<file path="src/rtl/etr_regs.svh">
// register indices, field positions, reset values and timing counts
`ifndef ETR_REGS_SVH
`define ETR_REGS_SVH

// =====================================================
// register indices (byte address is four times the index)
`define ETR_IDX_TAGCTL     14'h1c0c
`define ETR_IDX_P0Q01      14'h1c0d
`define ETR_IDX_P0Q23      14'h1c0e
`define ETR_IDX_P1Q01      14'h1c0f
`define ETR_IDX_P1Q23      14'h1c10
`define ETR_NUM_RATE       4
`define ETR_ADDR_W         16

// =====================================================
// field layout
`define ETR_PORT_STRIDE    8
`define ETR_PORT_CTL_W     6
`define ETR_TAGCTL_MASK    32'h003f3f3f
`define ETR_RATE_MASK      32'h03ffffff
`define ETR_RATE_W         13
`define ETR_RATE_HI_LSB    13
`define ETR_TAGCTL_RST     32'h00000000
`define ETR_RATE_RST       32'h00000000

// =====================================================
// pacing time base
`define ETR_STEP_NS        20
`define ETR_CLK_NS         100
`define ETR_UNITS_PER_CLK  (`ETR_CLK_NS / `ETR_STEP_NS)
`define ETR_WAIT_W         14

// =====================================================
// bus answers
`define ETR_RESP_OKAY      2'h0
`define ETR_RESP_SLVERR    2'h2

`endif

</file>
<file path="src/rtl/etr_pkg.sv">
// types shared by the egress tag and pacing block
package etr_pkg;

  // =====================================================
  // egress port type
  typedef enum logic [1:0] {
    ETR_PASS      = 2'b00,
    ETR_STRIP_ALL = 2'b01,
    ETR_MIXED     = 2'b10,
    ETR_SRC_TAG   = 2'b11
  } etr_type_e;

  // frame tag kind as seen at egress
  typedef enum logic [1:0] {
    ETR_UNTAGGED  = 2'b00,
    ETR_PRIO_TAG  = 2'b01,
    ETR_REG_TAG   = 2'b10,
    ETR_HOST_TAG  = 2'b11
  } etr_kind_e;

  // per-port control, bit order matches the register
  typedef struct packed {
    logic      insert_enable;
    logic      vid_replace_enable;
    logic      prio_replace_enable;
    logic      tag_change_enable;
    etr_type_e egress_type;
  } etr_port_ctl_s;

  typedef struct packed {
    logic [1:0] port;
    etr_kind_e  kind;
    logic       untag;
  } etr_frm_s;

  typedef struct packed {
    logic strip;
    logic insert;
    logic vid_new;
    logic prio_new;
    logic src_tag;
  } etr_act_s;

endpackage : etr_pkg

</file>
<file path="src/rtl/etr_pacer.sv">
// one egress queue byte pacer
`timescale 1ns/100ps
`default_nettype none
`include "etr_regs.svh"

module etr_pacer (
  input  wire logic                   core_clk_i,
  input  wire logic                   rst_i,
  input  wire logic [`ETR_RATE_W-1:0] cost_i,
  input  wire logic                   send_i,
  output logic                        ready_o
);

  localparam logic [`ETR_WAIT_W-1:0] UNITS = `ETR_WAIT_W'(`ETR_UNITS_PER_CLK);

  logic [`ETR_WAIT_W-1:0] wait_ff;
  logic [`ETR_WAIT_W-1:0] nxt_wait;
  logic [`ETR_WAIT_W-1:0] base;
  logic                   rdy_ff;
  logic                   nxt_rdy;
  logic                   grant;

  // =====================================================
  // time left before the next byte, in 20 ns units
  // interval of cost plus one units
  always_comb begin
    grant    = send_i & rdy_ff;
    base     = grant ? (`ETR_WAIT_W'(cost_i) + 1'b1) : wait_ff;
    nxt_wait = (base > UNITS) ? (base - UNITS) : '0;
    nxt_rdy  = (nxt_wait == '0);
  end

  always_ff @(posedge core_clk_i) begin
    if (rst_i) begin
      wait_ff <= '0;
      rdy_ff  <= 1'b0;
    end else begin
      wait_ff <= nxt_wait;
      rdy_ff  <= nxt_rdy;
    end
  end

  assign ready_o = rdy_ff;

  // =====================================================
  // helper: cycles since last grant and its cost
  logic [`ETR_WAIT_W-1:0] since_ff;
  logic [`ETR_WAIT_W-1:0] cost_q_ff;
  logic                   seen_ff;
  always_ff @(posedge core_clk_i) begin
    if (rst_i) begin
      since_ff  <= '0;
      cost_q_ff <= '0;
      seen_ff   <= 1'b0;
    end else begin
      if (grant) begin
        since_ff  <= `ETR_WAIT_W'(1);
        cost_q_ff <= `ETR_WAIT_W'(cost_i) + 1'b1;
        seen_ff   <= 1'b1;
      end else if (since_ff != '1) begin
        since_ff  <= since_ff + 1'b1;
      end
    end
  end

  chk_pace_gap_min: assert property (
    @(posedge core_clk_i) disable iff (rst_i)
    (grant && seen_ff) |-> (17'(since_ff) * 17'(UNITS) >= 17'(cost_q_ff)))
    else $error("byte sent before its pacing interval");

  chk_pace_not_late: assert property (
    @(posedge core_clk_i) disable iff (rst_i)
    ($rose(rdy_ff) && seen_ff && since_ff != '1)
      |-> (17'(since_ff - 1'b1) * 17'(UNITS) < 17'(cost_q_ff)))
    else $error("pacer ready later than needed");

endmodule : etr_pacer
`default_nettype wire

</file>
<file path="src/rtl/etr_top.sv">
// egress tag control and per-queue egress pacing with an axi4-lite register bank
//
// Register access over AXI4-Lite was chosen for this implementation.
`timescale 1ns/100ps
`default_nettype none
`include "etr_regs.svh"

module etr_top (
  input  wire logic                         core_clk_i,
  input  wire logic                         rst_i,
  input  wire logic [`ETR_ADDR_W-1:0]       s_axi_awaddr,
  input  wire logic                         s_axi_awvalid,
  output logic                              s_axi_awready,
  input  wire logic [31:0]                  s_axi_wdata,
  input  wire logic [3:0]                   s_axi_wstrb,
  input  wire logic                         s_axi_wvalid,
  output logic                              s_axi_wready,
  output logic [1:0]                        s_axi_bresp,
  output logic                              s_axi_bvalid,
  input  wire logic                         s_axi_bready,
  input  wire logic [`ETR_ADDR_W-1:0]       s_axi_araddr,
  input  wire logic                         s_axi_arvalid,
  output logic                              s_axi_arready,
  output logic [31:0]                       s_axi_rdata,
  output logic [1:0]                        s_axi_rresp,
  output logic                              s_axi_rvalid,
  input  wire logic                         s_axi_rready,
  input  wire logic                         frm_valid_i,
  input  wire etr_pkg::etr_frm_s            frm_i,
  output logic                              act_valid_o,
  output etr_pkg::etr_act_s                 act_o,
  output etr_pkg::etr_port_ctl_s [2:0]      port_ctl_o,
  input  wire logic [7:0]                   byte_send_i,
  output logic [7:0]                        byte_ready_o
);

  // =====================================================
  // register storage
  logic [31:0]             tagctl_ff;
  logic [31:0]             nxt_tagctl;
  logic [31:0]             rate_ff     [`ETR_NUM_RATE];
  logic [31:0]             nxt_rate    [`ETR_NUM_RATE];
  logic                    aw_hold_ff, nxt_aw_hold;
  logic                    w_hold_ff, nxt_w_hold;
  logic [13:0]             aw_idx_ff, nxt_aw_idx;
  logic [31:0]             wdata_ff, nxt_wdata;
  logic [3:0]              wstrb_ff, nxt_wstrb;
  logic                    awready_ff, nxt_awready;
  logic                    wready_ff, nxt_wready;
  logic                    bvalid_ff, nxt_bvalid;
  logic [1:0]              bresp_ff, nxt_bresp;
  logic                    arready_ff, nxt_arready;
  logic                    rvalid_ff, nxt_rvalid;
  logic [31:0]             rdata_ff, nxt_rdata;
  logic [1:0]              rresp_ff, nxt_rresp;
  logic [31:0]             bytemask;
  logic                    do_wr;
  logic [13:0]             ar_idx;

  // read mux: unmapped reads answer zero
  function automatic logic [32:0] etr_read(input logic [13:0] idx, input logic [31:0] tc,
                                           input logic [31:0] r0, input logic [31:0] r1,
                                           input logic [31:0] r2, input logic [31:0] r3);
    logic [32:0] res;
    res = '0;
    case (idx)
      `ETR_IDX_TAGCTL: res = {1'b1, tc & `ETR_TAGCTL_MASK};
      `ETR_IDX_P0Q01:  res = {1'b1, r0 & `ETR_RATE_MASK};
      `ETR_IDX_P0Q23:  res = {1'b1, r1 & `ETR_RATE_MASK};
      `ETR_IDX_P1Q01:  res = {1'b1, r2 & `ETR_RATE_MASK};
      `ETR_IDX_P1Q23:  res = {1'b1, r3 & `ETR_RATE_MASK};
      default:         res = '0;
    endcase
    return res;
  endfunction : etr_read

  // =====================================================
  // axi4-lite write and read channels, register updates
  always_comb begin
    nxt_aw_hold = aw_hold_ff;
    nxt_w_hold  = w_hold_ff;
    nxt_aw_idx  = aw_idx_ff;
    nxt_wdata   = wdata_ff;
    nxt_wstrb   = wstrb_ff;
    nxt_bvalid  = bvalid_ff;
    nxt_bresp   = bresp_ff;
    nxt_rvalid  = rvalid_ff;
    nxt_rdata   = rdata_ff;
    nxt_rresp   = rresp_ff;
    nxt_tagctl  = tagctl_ff;
    nxt_rate    = rate_ff;
    ar_idx      = s_axi_araddr[`ETR_ADDR_W-1:2];
    for (int b = 0; b < 4; b++) begin
      bytemask[b*8 +: 8] = {8{wstrb_ff[b]}};
    end
    // address and data taken in either order
    if (s_axi_awvalid && awready_ff) begin
      nxt_aw_hold = 1'b1;
      nxt_aw_idx  = s_axi_awaddr[`ETR_ADDR_W-1:2];
    end
    if (s_axi_wvalid && wready_ff) begin
      nxt_w_hold = 1'b1;
      nxt_wdata  = s_axi_wdata;
      nxt_wstrb  = s_axi_wstrb;
    end
    do_wr = aw_hold_ff && w_hold_ff && !bvalid_ff;
    if (bvalid_ff && s_axi_bready) begin
      nxt_bvalid = 1'b0;
    end
    if (do_wr) begin
      nxt_aw_hold = 1'b0;
      nxt_w_hold  = 1'b0;
      nxt_bvalid  = 1'b1;
      nxt_bresp   = `ETR_RESP_SLVERR;
      if (aw_idx_ff == `ETR_IDX_TAGCTL) begin
        nxt_tagctl = ((tagctl_ff & ~bytemask) | (wdata_ff & bytemask)) & `ETR_TAGCTL_MASK;
        nxt_bresp  = `ETR_RESP_OKAY;
      end
      // four rate words, two per port
      for (int i = 0; i < `ETR_NUM_RATE; i++) begin
        if (aw_idx_ff == `ETR_IDX_P0Q01 + 14'(i)) begin
          nxt_rate[i] = ((rate_ff[i] & ~bytemask) | (wdata_ff & bytemask)) & `ETR_RATE_MASK;
          nxt_bresp   = `ETR_RESP_OKAY;
        end
      end
    end
    nxt_awready = !nxt_aw_hold && !nxt_bvalid;
    nxt_wready  = !nxt_w_hold && !nxt_bvalid;
    // read: one outstanding, answer next cycle
    if (rvalid_ff && s_axi_rready) begin
      nxt_rvalid = 1'b0;
    end
    if (s_axi_arvalid && arready_ff) begin
      nxt_rvalid = 1'b1;
      {nxt_rresp[1], nxt_rdata} = etr_read(ar_idx, tagctl_ff, rate_ff[0], rate_ff[1],
                                           rate_ff[2], rate_ff[3]);
      nxt_rresp[1] = !nxt_rresp[1];
      nxt_rresp[0] = 1'b0;
    end
    nxt_arready = !nxt_rvalid;
  end

  always_ff @(posedge core_clk_i) begin
    if (rst_i) begin
      tagctl_ff  <= `ETR_TAGCTL_RST;
      for (int i = 0; i < `ETR_NUM_RATE; i++) begin
        rate_ff[i] <= `ETR_RATE_RST;
      end
      aw_hold_ff <= 1'b0;
      w_hold_ff  <= 1'b0;
      aw_idx_ff  <= '0;
      wdata_ff   <= '0;
      wstrb_ff   <= '0;
      awready_ff <= 1'b0;
      wready_ff  <= 1'b0;
      bvalid_ff  <= 1'b0;
      bresp_ff   <= '0;
      arready_ff <= 1'b0;
      rvalid_ff  <= 1'b0;
      rdata_ff   <= '0;
      rresp_ff   <= '0;
    end else begin
      tagctl_ff  <= nxt_tagctl;
      rate_ff    <= nxt_rate;
      aw_hold_ff <= nxt_aw_hold;
      w_hold_ff  <= nxt_w_hold;
      aw_idx_ff  <= nxt_aw_idx;
      wdata_ff   <= nxt_wdata;
      wstrb_ff   <= nxt_wstrb;
      awready_ff <= nxt_awready;
      wready_ff  <= nxt_wready;
      bvalid_ff  <= nxt_bvalid;
      bresp_ff   <= nxt_bresp;
      arready_ff <= nxt_arready;
      rvalid_ff  <= nxt_rvalid;
      rdata_ff   <= nxt_rdata;
      rresp_ff   <= nxt_rresp;
    end
  end

  assign s_axi_awready = awready_ff;
  assign s_axi_wready  = wready_ff;
  assign s_axi_bvalid  = bvalid_ff;
  assign s_axi_bresp   = bresp_ff;
  assign s_axi_arready = arready_ff;
  assign s_axi_rvalid  = rvalid_ff;
  assign s_axi_rdata   = rdata_ff;
  assign s_axi_rresp   = rresp_ff;

  // =====================================================
  // per-port control views of the tagging register
  // port 2 block at bits 21:16
  // port 1 block at bits 13:8
  // port 0 block at bits 5:0
  genvar gp;
  for (gp = 0; gp < 3; gp++) begin : g_port
    assign port_ctl_o[gp] = etr_pkg::etr_port_ctl_s'(
      tagctl_ff[gp*`ETR_PORT_STRIDE +: `ETR_PORT_CTL_W]);
  end

  // =====================================================
  // egress tag action for one frame
  etr_pkg::etr_act_s      act_ff, nxt_act;
  logic                   act_valid_ff, nxt_act_valid;
  etr_pkg::etr_port_ctl_s pc;

  always_comb begin
    nxt_act       = '0;
    nxt_act_valid = frm_valid_i;
    pc            = (frm_i.port == 2'h3) ? '0 : port_ctl_o[frm_i.port];
    case (pc.egress_type)
      // only the host source tag is removed
      etr_pkg::ETR_PASS: nxt_act.strip = (frm_i.kind == etr_pkg::ETR_HOST_TAG);
      etr_pkg::ETR_STRIP_ALL: nxt_act.strip = (frm_i.kind != etr_pkg::ETR_UNTAGGED);
      etr_pkg::ETR_MIXED: begin
        case (frm_i.kind)
          // default tag when insert is enabled and vlan is not untagged
          etr_pkg::ETR_UNTAGGED: nxt_act.insert = pc.insert_enable && !frm_i.untag;
          etr_pkg::ETR_PRIO_TAG: begin
            nxt_act.strip    = frm_i.untag;
            nxt_act.vid_new  = !frm_i.untag;
            nxt_act.prio_new = !frm_i.untag && pc.prio_replace_enable;
          end
          etr_pkg::ETR_REG_TAG: begin
            nxt_act.strip    = frm_i.untag;
            nxt_act.vid_new  = !frm_i.untag && pc.vid_replace_enable && pc.tag_change_enable;
            nxt_act.prio_new = !frm_i.untag && pc.prio_replace_enable && pc.tag_change_enable;
          end
          default: nxt_act.strip = 1'b1;
        endcase
      end
      etr_pkg::ETR_SRC_TAG: nxt_act.src_tag = 1'b1;
      default: nxt_act = '0;
    endcase
  end

  always_ff @(posedge core_clk_i) begin
    if (rst_i) begin
      act_ff       <= '0;
      act_valid_ff <= 1'b0;
    end else begin
      act_ff       <= nxt_act;
      act_valid_ff <= nxt_act_valid;
    end
  end

  assign act_o       = act_ff;
  assign act_valid_o = act_valid_ff;

  // =====================================================
  // eight queue pacers, even queue in the low field
  // low field even queue, high field odd
  genvar gq;
  for (gq = 0; gq < 8; gq++) begin : g_pace
    etr_pacer u_pacer (
      .core_clk_i (core_clk_i),
      .rst_i      (rst_i),
      .cost_i     (rate_ff[gq/2][(gq%2)*`ETR_RATE_HI_LSB +: `ETR_RATE_W]),
      .send_i     (byte_send_i[gq]),
      .ready_o    (byte_ready_o[gq])
    );
  end

  // =====================================================
  // checks
  chk_reset_clear: assert property (
    @(posedge core_clk_i) rst_i |=> (tagctl_ff == '0 && rate_ff[0] == '0))
    else $error("fields not zero after reset");

  chk_reserved_zero: assert property (
    @(posedge core_clk_i) disable iff (rst_i)
    s_axi_rvalid |-> (s_axi_rdata[31:26] == '0 && (tagctl_ff & ~`ETR_TAGCTL_MASK) == '0))
    else $error("reserved bits not zero");

  chk_pass_type: assert property (
    @(posedge core_clk_i) disable iff (rst_i)
    (frm_valid_i && frm_i.port != 2'h3 && port_ctl_o[frm_i.port].egress_type == 2'b00)
      |=> (act_o.strip == ($past(frm_i.kind) == etr_pkg::ETR_HOST_TAG) && !act_o.insert))
    else $error("pass type action wrong");

  chk_strip_all: assert property (
    @(posedge core_clk_i) disable iff (rst_i)
    (frm_valid_i && frm_i.port != 2'h3 && port_ctl_o[frm_i.port].egress_type == 2'b01
      && frm_i.kind != etr_pkg::ETR_UNTAGGED) |=> act_o.strip)
    else $error("tag not stripped");

  chk_src_tag: assert property (
    @(posedge core_clk_i) disable iff (rst_i)
    (frm_valid_i && frm_i.port != 2'h3 && port_ctl_o[frm_i.port].egress_type == 2'b11)
      |=> (act_valid_o && act_o.src_tag && !act_o.strip))
    else $error("source tag missing");

  chk_vid_gate: assert property (
    @(posedge core_clk_i) disable iff (rst_i)
    (frm_valid_i && frm_i.kind == etr_pkg::ETR_REG_TAG && frm_i.port != 2'h3
      && !port_ctl_o[frm_i.port].tag_change_enable) |=> !act_o.vid_new && !act_o.prio_new)
    else $error("change without change-tag enable");

  chk_write_answer: assert property (
    @(posedge core_clk_i) disable iff (rst_i)
    (aw_hold_ff && w_hold_ff && !bvalid_ff) |=> s_axi_bvalid)
    else $error("write not answered next cycle");

endmodule : etr_top
`default_nettype wire
</file>
<file path="config.mk">
export PLATFORM = sky130hd
export DESIGN_NAME = etr_top
export DESIGN_NICKNAME = d
export VERILOG_FILES = /design/src/rtl/etr_pkg.sv /design/src/rtl/etr_pacer.sv /design/src/rtl/etr_top.sv
export VERILOG_INCLUDE_DIRS = /design/src /design/src/rtl
export SDC_FILE = /design/constraint.sdc
export NUM_CORES = 1
export LEC_CHECK = 0
export BUFFER_PORTS_ARGS = -buffer_cell sky130_fd_sc_hd__buf_2
export CORE_UTILIZATION = 30
export DETAILED_ROUTE_END_ITERATION = 16
export HOLD_SLACK_MARGIN = 0.1
export REMOVE_ABC_BUFFERS = 1
export SETUP_SLACK_MARGIN = 0.1
export SLEW_MARGIN = 20
export SYNTH_ARGS = -nofsm -noshare
export SYNTH_HDL_FRONTEND = slang
export SYNTH_SLANG_ARGS = --single-unit
</file>
<file path="constraint.sdc">
create_clock -name core_clk_i -period 5.2 [get_ports core_clk_i]
set_clock_uncertainty 0.1 [all_clocks]
set_input_delay 1.04 -clock core_clk_i [delete_from_list [all_inputs] [get_ports core_clk_i]]
set_output_delay 1.04 -clock core_clk_i [all_outputs]
set_load 0.05 [all_outputs]
</file>
==> results of run 1 <==
## layout make-up
type / instances / area share
clock buffers: 56 / 0.0570
clock inverters: 15 / 0.00813
inverters: 34 / 0.00610
multi-input cells: 1892 / 0.524
flip-flops and latches: 327 / 0.313
well taps: 782 / 0.0468
repair buffers: 171 / 0.0452
## power groups by stage
stage / clock network, mW / logic (mW) / registers (mW)
after global routing: 3.06 / 4.82 / 3.11
after floorplan: 0 / 3.28 / 3.21
after detailed placement: 0 / 4.26 / 3.13
after CTS: 2.97 / 4.28 / 3.07
after global placement: 0 / 4.25 / 3.12
final: 2.91 / 4.30 / 3.07
## cells in the final DEF (no fill, tap or decap), types with 10 or more instances in the layout
cell       count
or3_1         26
and2_1        28
and3_1        22
nor4_1        28
o31a_1        11
inv_1         33
o21a_1        14
o21ai_0       78
xor2_1        47
or4_1         21
nand2_1      398
a31o_2        22
dfxtp_1      327
ha_1          28
a221oi_1      21
clkbuf_16     41
xnor2_1       71
nand2b_1      10
mux2i_1       39
nor2_1       231
a31oi_1       30
nor3_1        49
nand4_1       36
a211oi_1      12
buf_2        142
nand3_1      207
a22oi_1       13
a21oi_1      224
clkbuf_8      11
o31ai_1       26
nor2b_1       17
buf_4         27
## worst reg2reg max path: stages (launching register included)
cell and delay [ns]:
dfxtp_1 0.46, nand2_1 0.40, nand2_1 0.17, o21ai_0 0.18
inv_1 0.11, ha_1 0.17, a211oi_1 0.09, a211oi_1 0.72
and3_1 0.30, nand2_1 0.10, nor4b_1 0.26, nand2b_1 0.17
and2_1 0.13
## cell families after synthesis
| family | count (synthesis) |
|---|---|
| buf+inv | 196 |
| mux | 44 |
| compound gates | 538 |
| other cells | 1 |
| flops | 327 |
| fa+ha+maj | 28 |
| xor+xnor | 118 |
| simple gates | 1156 |
## path summary, 6_finish.rpt
check	end	slack (ns)	cells past startpoint
max	g_pace[0].u_pacer.wait_ff[12]	1.66	12
min	aw_idx_ff[10]	0.35	2
max reg2reg	g_pace[0].u_pacer.wait_ff[12]	1.78	12
min reg2reg	aw_idx_ff[10]	0.35	2
## cell usage after synthesis (all sizes together), types with 8 or more instances
cell,count
o31a,11
a31oi,33
nand3,211
nand4,41
clkbuf,88
and3,22
or2,14
xnor2,71
buf,74
nor3,54
o21ai,85
nor2,234
a22oi,13
and4,9
a221oi,23
and2,29
inv,33
o21a,14
nand3b,8
a222oi,8
nor4,29
a31o,23
ha,28
nand4b,8
nand2b,10
or3,27
or4,21
nor2b,17
nor3b,8
o31ai,28
mux2i,41
a21oi,225
xor2,47
a211oi,12
dfxtp,327
nand2,398
## metal layers
metal,vias to the layer above,share of wire,track usage
met5,-,0,0
met4,0,0.021,0.0490
met3,69,0.077,0.0348
met2,577,0.44,0.280
met1,8301,0.46,0.247
li1,8705,-,-
## per-stage QoR
| step | power, mW | hold WS, ns | area, um^2 |
|---|---|---|---|
| floorplan | 6.49 | 0.314 | 17600 |
| global placement | 7.37 | 0.340 | 19600 |
| detailed placement | 7.39 | 0.345 | 19600 |
| CTS | 10.3 | 0.354 | 20900 |
| global route | 11.0 | 0.379 | 20900 |
| finish | 10.3 | 0.351 | 20900 |
==> flow_summary.json, run 1 <==
{
  "p_sw_frac": 0.383,
  "ys.flop_type": "dfxtp_1",
  "period_minus_slack_ns": 3.54,
  "clkSlewWorstSetupHoldPaths_ns": 0.06,
  "worstPathCellList": "buf_2 -> nand2_1 -> o21ai_0 -> inv_1 -> ha_1 -> a211oi_1 -> a211oi_1 -> and3_1 -> nand2_1 -> nor4b_1 -> nand2b_1 -> and2_1",
  "cp-end-kind": "flop",
  "instances_no_fill": 3277,
  "synth_area_per_cell_um2": 7.63,
  "regArea_mm2": 0.00655,
  "pwr-share-seq": 0.299,
  "tightest_slew_ns": 0.956,
  "wl_per_cell_um": 17.6,
  "worstReg2RegStart": "g_pace[0].u_pacer.ready_o",
  "yosys.area_share.xor_xnor": 0.0562,
  "row_count": 90,
  "p_int_mw": 6.35,
  "syn_area_mm2": 0.0184,
  "die-area_mm2": 0.0623,
  "synth_top_area_share": 0.356,
  "rsz0062_at_grt": "false",
  "power_density_mw_per_mm2": 491,
  "diodes": 0,
  "yosys_warnings": 0,
  "cts_resized": 0,
  "core_mm2": 0.0605,
  "grt_pass1_wl_um": 89000,
  "period_share": 0.682,
  "irDropWorstVdd_uv": 208,
  "final_nets": 2582,
  "initial_core_util": 0.304,
  "num_vias": 17700,
  "ys_types": 93,
  "hp-class": "reg -> reg",
  "area_growth_pct": 13.8,
  "p_clk_frac": 0.283,
  "crit_family": "simple AND/OR/NAND/NOR gates",
  "synthAdderAreaFrac": 0.0191,
  "finalSetupViolCount": 0,
  "tritoncts": "done",
  "cp.required_ns": 5.60,
  "fmax_ghz": 0.282,
  "die_x_um": 250,
  "syn_inst": 2408,
  "cts_buffers": 39,
  "cts-root-buf": "clkbuf_16",
  "first_pass_iters": 6,
  "place_congestion": 0.852,
  "synth_top_family_by_area": "simple AND/OR/NAND/NOR gates",
  "multi_input_area_mm2": 0.0110,
  "status": "complete, no violations",
  "finalHoldViolations": 0,
  "clock_path_buffers": 3,
  "cts_setup_buffers": 0,
  "synth_edf_count": 0,
  "pre_cts_slack_ns": 1.11,
  "holdBufCountCts": 0,
  "synth_largest_area_cell": "dfxtp_1",
  "ant_nets": 0,
  "synth_area_leaders": "dfxtp_1 36%, nand2_1 8.1%, a21oi_1 6.1%, nand3_1 5.6%, nor2_1 4.8%",
  "setup_tns_ns": 0,
  "wl_um": 57700,
  "io_buffers": 143,
  "p_switching_mw": 3.94,
  "fill_cells": 6448,
  "drv_slew": 0,
  "crit_path_start_kind": "primary input",
  "cp_num_buf_inv": 2,
  "drtIter0Drc": 1239,
  "maxCapViolations": 0,
  "drc": 0,
  "synthSimpleGateAreaFrac": 0.304,
  "grt_max_degree": 74,
  "grt_usage": 0.178,
  "overflow": 0,
  "h-tree-depth": 2,
  "synth_compound_area_frac": 0.190,
  "worst_slack_ns": 1.66,
  "async_flop_share": 0,
  "cts.sink_count": 327,
  "clock_latency_ns": 0.57,
  "dp_hpwl_um": 41500,
  "p_comb_frac": 0.418,
  "dp_cells": 3206,
  "antenna_found_initial": 1,
  "ys_seq_area_frac": 0.356,
  "synth_mux_area_frac": 0.0246,
  "worstHoldStart": "aw_idx_ff[10]",
  "fin_util": 0.346,
  "synth-seq-cells": 327,
  "ios": 162,
  "grt_pass1_vias": 15800,
  "max_stage_delay_ns": 0.71,
  "worstSetupPathType": "in -> reg",
  "path_max_fanout": 18,
  "layout-drive-gt1-share": 0.124,
  "cpMaxStageDelayCell": "a211oi_1",
  "slew_headroom": 0.363,
  "leakage_nw": 7.53,
  "crit_arrival_ns": 3.94,
  "vias_per_cell": 5.39,
  "cp-startpoint": "byte_send_i[0]",
  "die_y_um": 250
}
(Power assumes the default switching activity.)
==> inputs of run 2 (changes only) <==
==> constraint.sdc (replaced) <==
create_clock -name core_clk_i -period 3 [get_ports core_clk_i]
set_clock_uncertainty 0.1 [all_clocks]
set_input_delay 0.6 -clock core_clk_i [delete_from_list [all_inputs] [get_ports core_clk_i]]
set_output_delay 0.6 -clock core_clk_i [all_outputs]
set_load 0.05 [all_outputs]
==> run 2 against run 1 <==
  * Routed wire length grew 3.1%
  * Utilization grew 2.2 points
  * Die area is the same
  * First-iteration DRC count grew 4.0%
  * Register-to-register slack lost 1.5 ns
  * Via count grew 2.8%
  * Power grew 81%
  * Worst setup slack lost 1.4 ns
==> flow_summary.json, run 2 (synthesis results as in run 1) <==
{
  "status": "complete, no violations",
  "p_switching_mw": 6.99,
  "grt_pass1_vias": 16800,
  "hp-class": "in -> reg",
  "tightest_slew_ns": 0.910,
  "initial_core_util": 0.304,
  "p_comb_frac": 0.457,
  "final_cell_mix": "398 x nand2_1, 318 x dfxtp_1, 231 x nor2_1",
  "final_common_cell": "nand2_1",
  "grt_max_degree": 112,
  "rsz0062_at_grt": "false",
  "num_vias": 18100,
  "p_clk_frac": 0.255,
  "cts_buffers": 40,
  "grt_pass1_wl_um": 93500,
  "ios": 162,
  "cts-root-buf": "clkbuf_16",
  "power_density_mw_per_mm2": 836,
  "fmax_ghz": 0.365,
  "crit_arrival_ns": 3.08,
  "tritoncts": "done",
  "antenna_found_initial": 1,
  "wl_per_cell_um": 17.3,
  "multi_input_area_mm2": 0.0110,
  "die_y_um": 250,
  "pwr-share-seq": 0.288,
  "clock_path_buffers": 3,
  "io_buffers": 143,
  "grt_usage": 0.187,
  "ant_nets": 0,
  "row_count": 90,
  "worst_slack_ns": 0.257,
  "overflow": 0,
  "maxCapViolations": 0,
  "place_congestion": 0.870,
  "leakage_nw": 8.35,
  "drv_slew": 0,
  "wl_um": 59500,
  "cp.required_ns": 3.34,
  "cts.sink_count": 327,
  "die-area_mm2": 0.0623,
  "first_pass_iters": 6,
  "slew_headroom": 0.394,
  "p_int_mw": 11.6,
  "area_growth_pct": 21.1,
  "clock_latency_ns": 0.56,
  "regArea_mm2": 0.00656,
  "fill_cells": 6346,
  "p_sw_frac": 0.376,
  "period_share": 0.914,
  "final_nets": 2744,
  "finalHoldViolations": 0,
  "drc": 0,
  "finalSetupViolCount": 0,
  "crit_path_start_kind": "flop",
  "layout-drive-gt1-share": 0.184,
  "cp-end-kind": "flop",
  "clkSlewWorstSetupHoldPaths_ns": 0.06,
  "h-tree-depth": 2,
  "vias_per_cell": 5.28,
  "drtIter0Drc": 1289,
  "path_max_fanout": 9,
  "die_x_um": 250,
  "setup_tns_ns": 0,
  "holdBufCountCts": 0,
  "core_mm2": 0.0605,
  "diodes": 0,
  "period_minus_slack_ns": 2.74,
  "pre_cts_slack_ns": -0.0101,
  "dp_hpwl_um": 44200,
  "worstSetupPathType": "reg -> reg",
  "irDropWorstVdd_uv": 408
}
[run 2: cell count changes in the layout (fill, tap and decap cells not counted), sizes merged]
cell,change
buf,+161
clkbuf,+1
bufinv,-3
clkinvlp,-1
clkinv,+1
[run 2: layout make-up]
class | count | area share
Tap cell | 782 | 0.0440
Multi-Input combinational cell | 1892 | 0.496
Inverter | 34 | 0.00573
Timing Repair Buffer | 332 | 0.102
Clock buffer | 57 | 0.0542
Sequential cell | 327 | 0.295
Clock inverter | 12 | 0.00332
[run 2: worst paths after layout]
kind | startpoint | to | slack (ns) | depth (start not counted)
setup / recovery | flop | g_pace[7].u_pacer.wait_ff[10] | 0.26 | 9
hold / removal | frm_valid_i | act_valid_o | 0.16 | 2
setup reg to reg | flop | g_pace[7].u_pacer.wait_ff[10] | 0.26 | 9
hold reg to reg | w_hold_ff | s_axi_wready | 0.35 | 1
[run 2: critical path: stages, from the launching register on]
cell and delay [ns]:
dfxtp_1 0.43, buf_4 0.17, nand3_1 0.08, xor2_1 0.32, o21a_1 0.30, o311ai_0 0.19
or2_2 0.31, or2_2 0.34, nand2_1 0.29, nor2_1 0.09
[run 2: metal layers]
layer  vias to the layer above  global-route usage  share of wire
met5                         -                   0              0
met4                         0              0.0566          0.026
met3                        81              0.0386          0.078
met2                       543               0.297           0.44
met1                      8473               0.253           0.45
li1                       9042                   -              -
[run 2: power by group through the flow]
stage / clock [mW] / combinational (mW) / sequential (mW)
after floorplan: 0 / 5.69 / 5.56
after global placement: 0 / 8.31 / 5.44
after detailed placement: 0 / 8.36 / 5.44
after CTS: 4.86 / 8.41 / 5.36
after global routing: 5.04 / 9.51 / 5.43
final: 4.75 / 8.50 / 5.36
[run 2: what timing repair did]
action,4_1_cts,5_1_grt
gates resized for setup,0,24
endpoints found under the setup margin,0,96
buffers inserted,0,8
[run 2: through the flow]
| stage | hold WS [ns] | instances | utilization | power (mW) | area, um^2 |
|---|---|---|---|---|---|
| after global placement | 0.340 | 3359 | 0.345 | 13.7 | 20800 |
| after global routing | 0.172 | 3436 | 0.368 | 20.0 | 22300 |
| after detailed placement | 0.343 | 3359 | 0.345 | 13.8 | 20800 |
| after floorplan | 0.314 | 2253 | - | 11.3 | 17600 |
| final | 0.161 | 3436 | 0.368 | 18.6 | 22300 |
| after CTS | 0.134 | 3428 | 0.366 | 18.6 | 22100 |
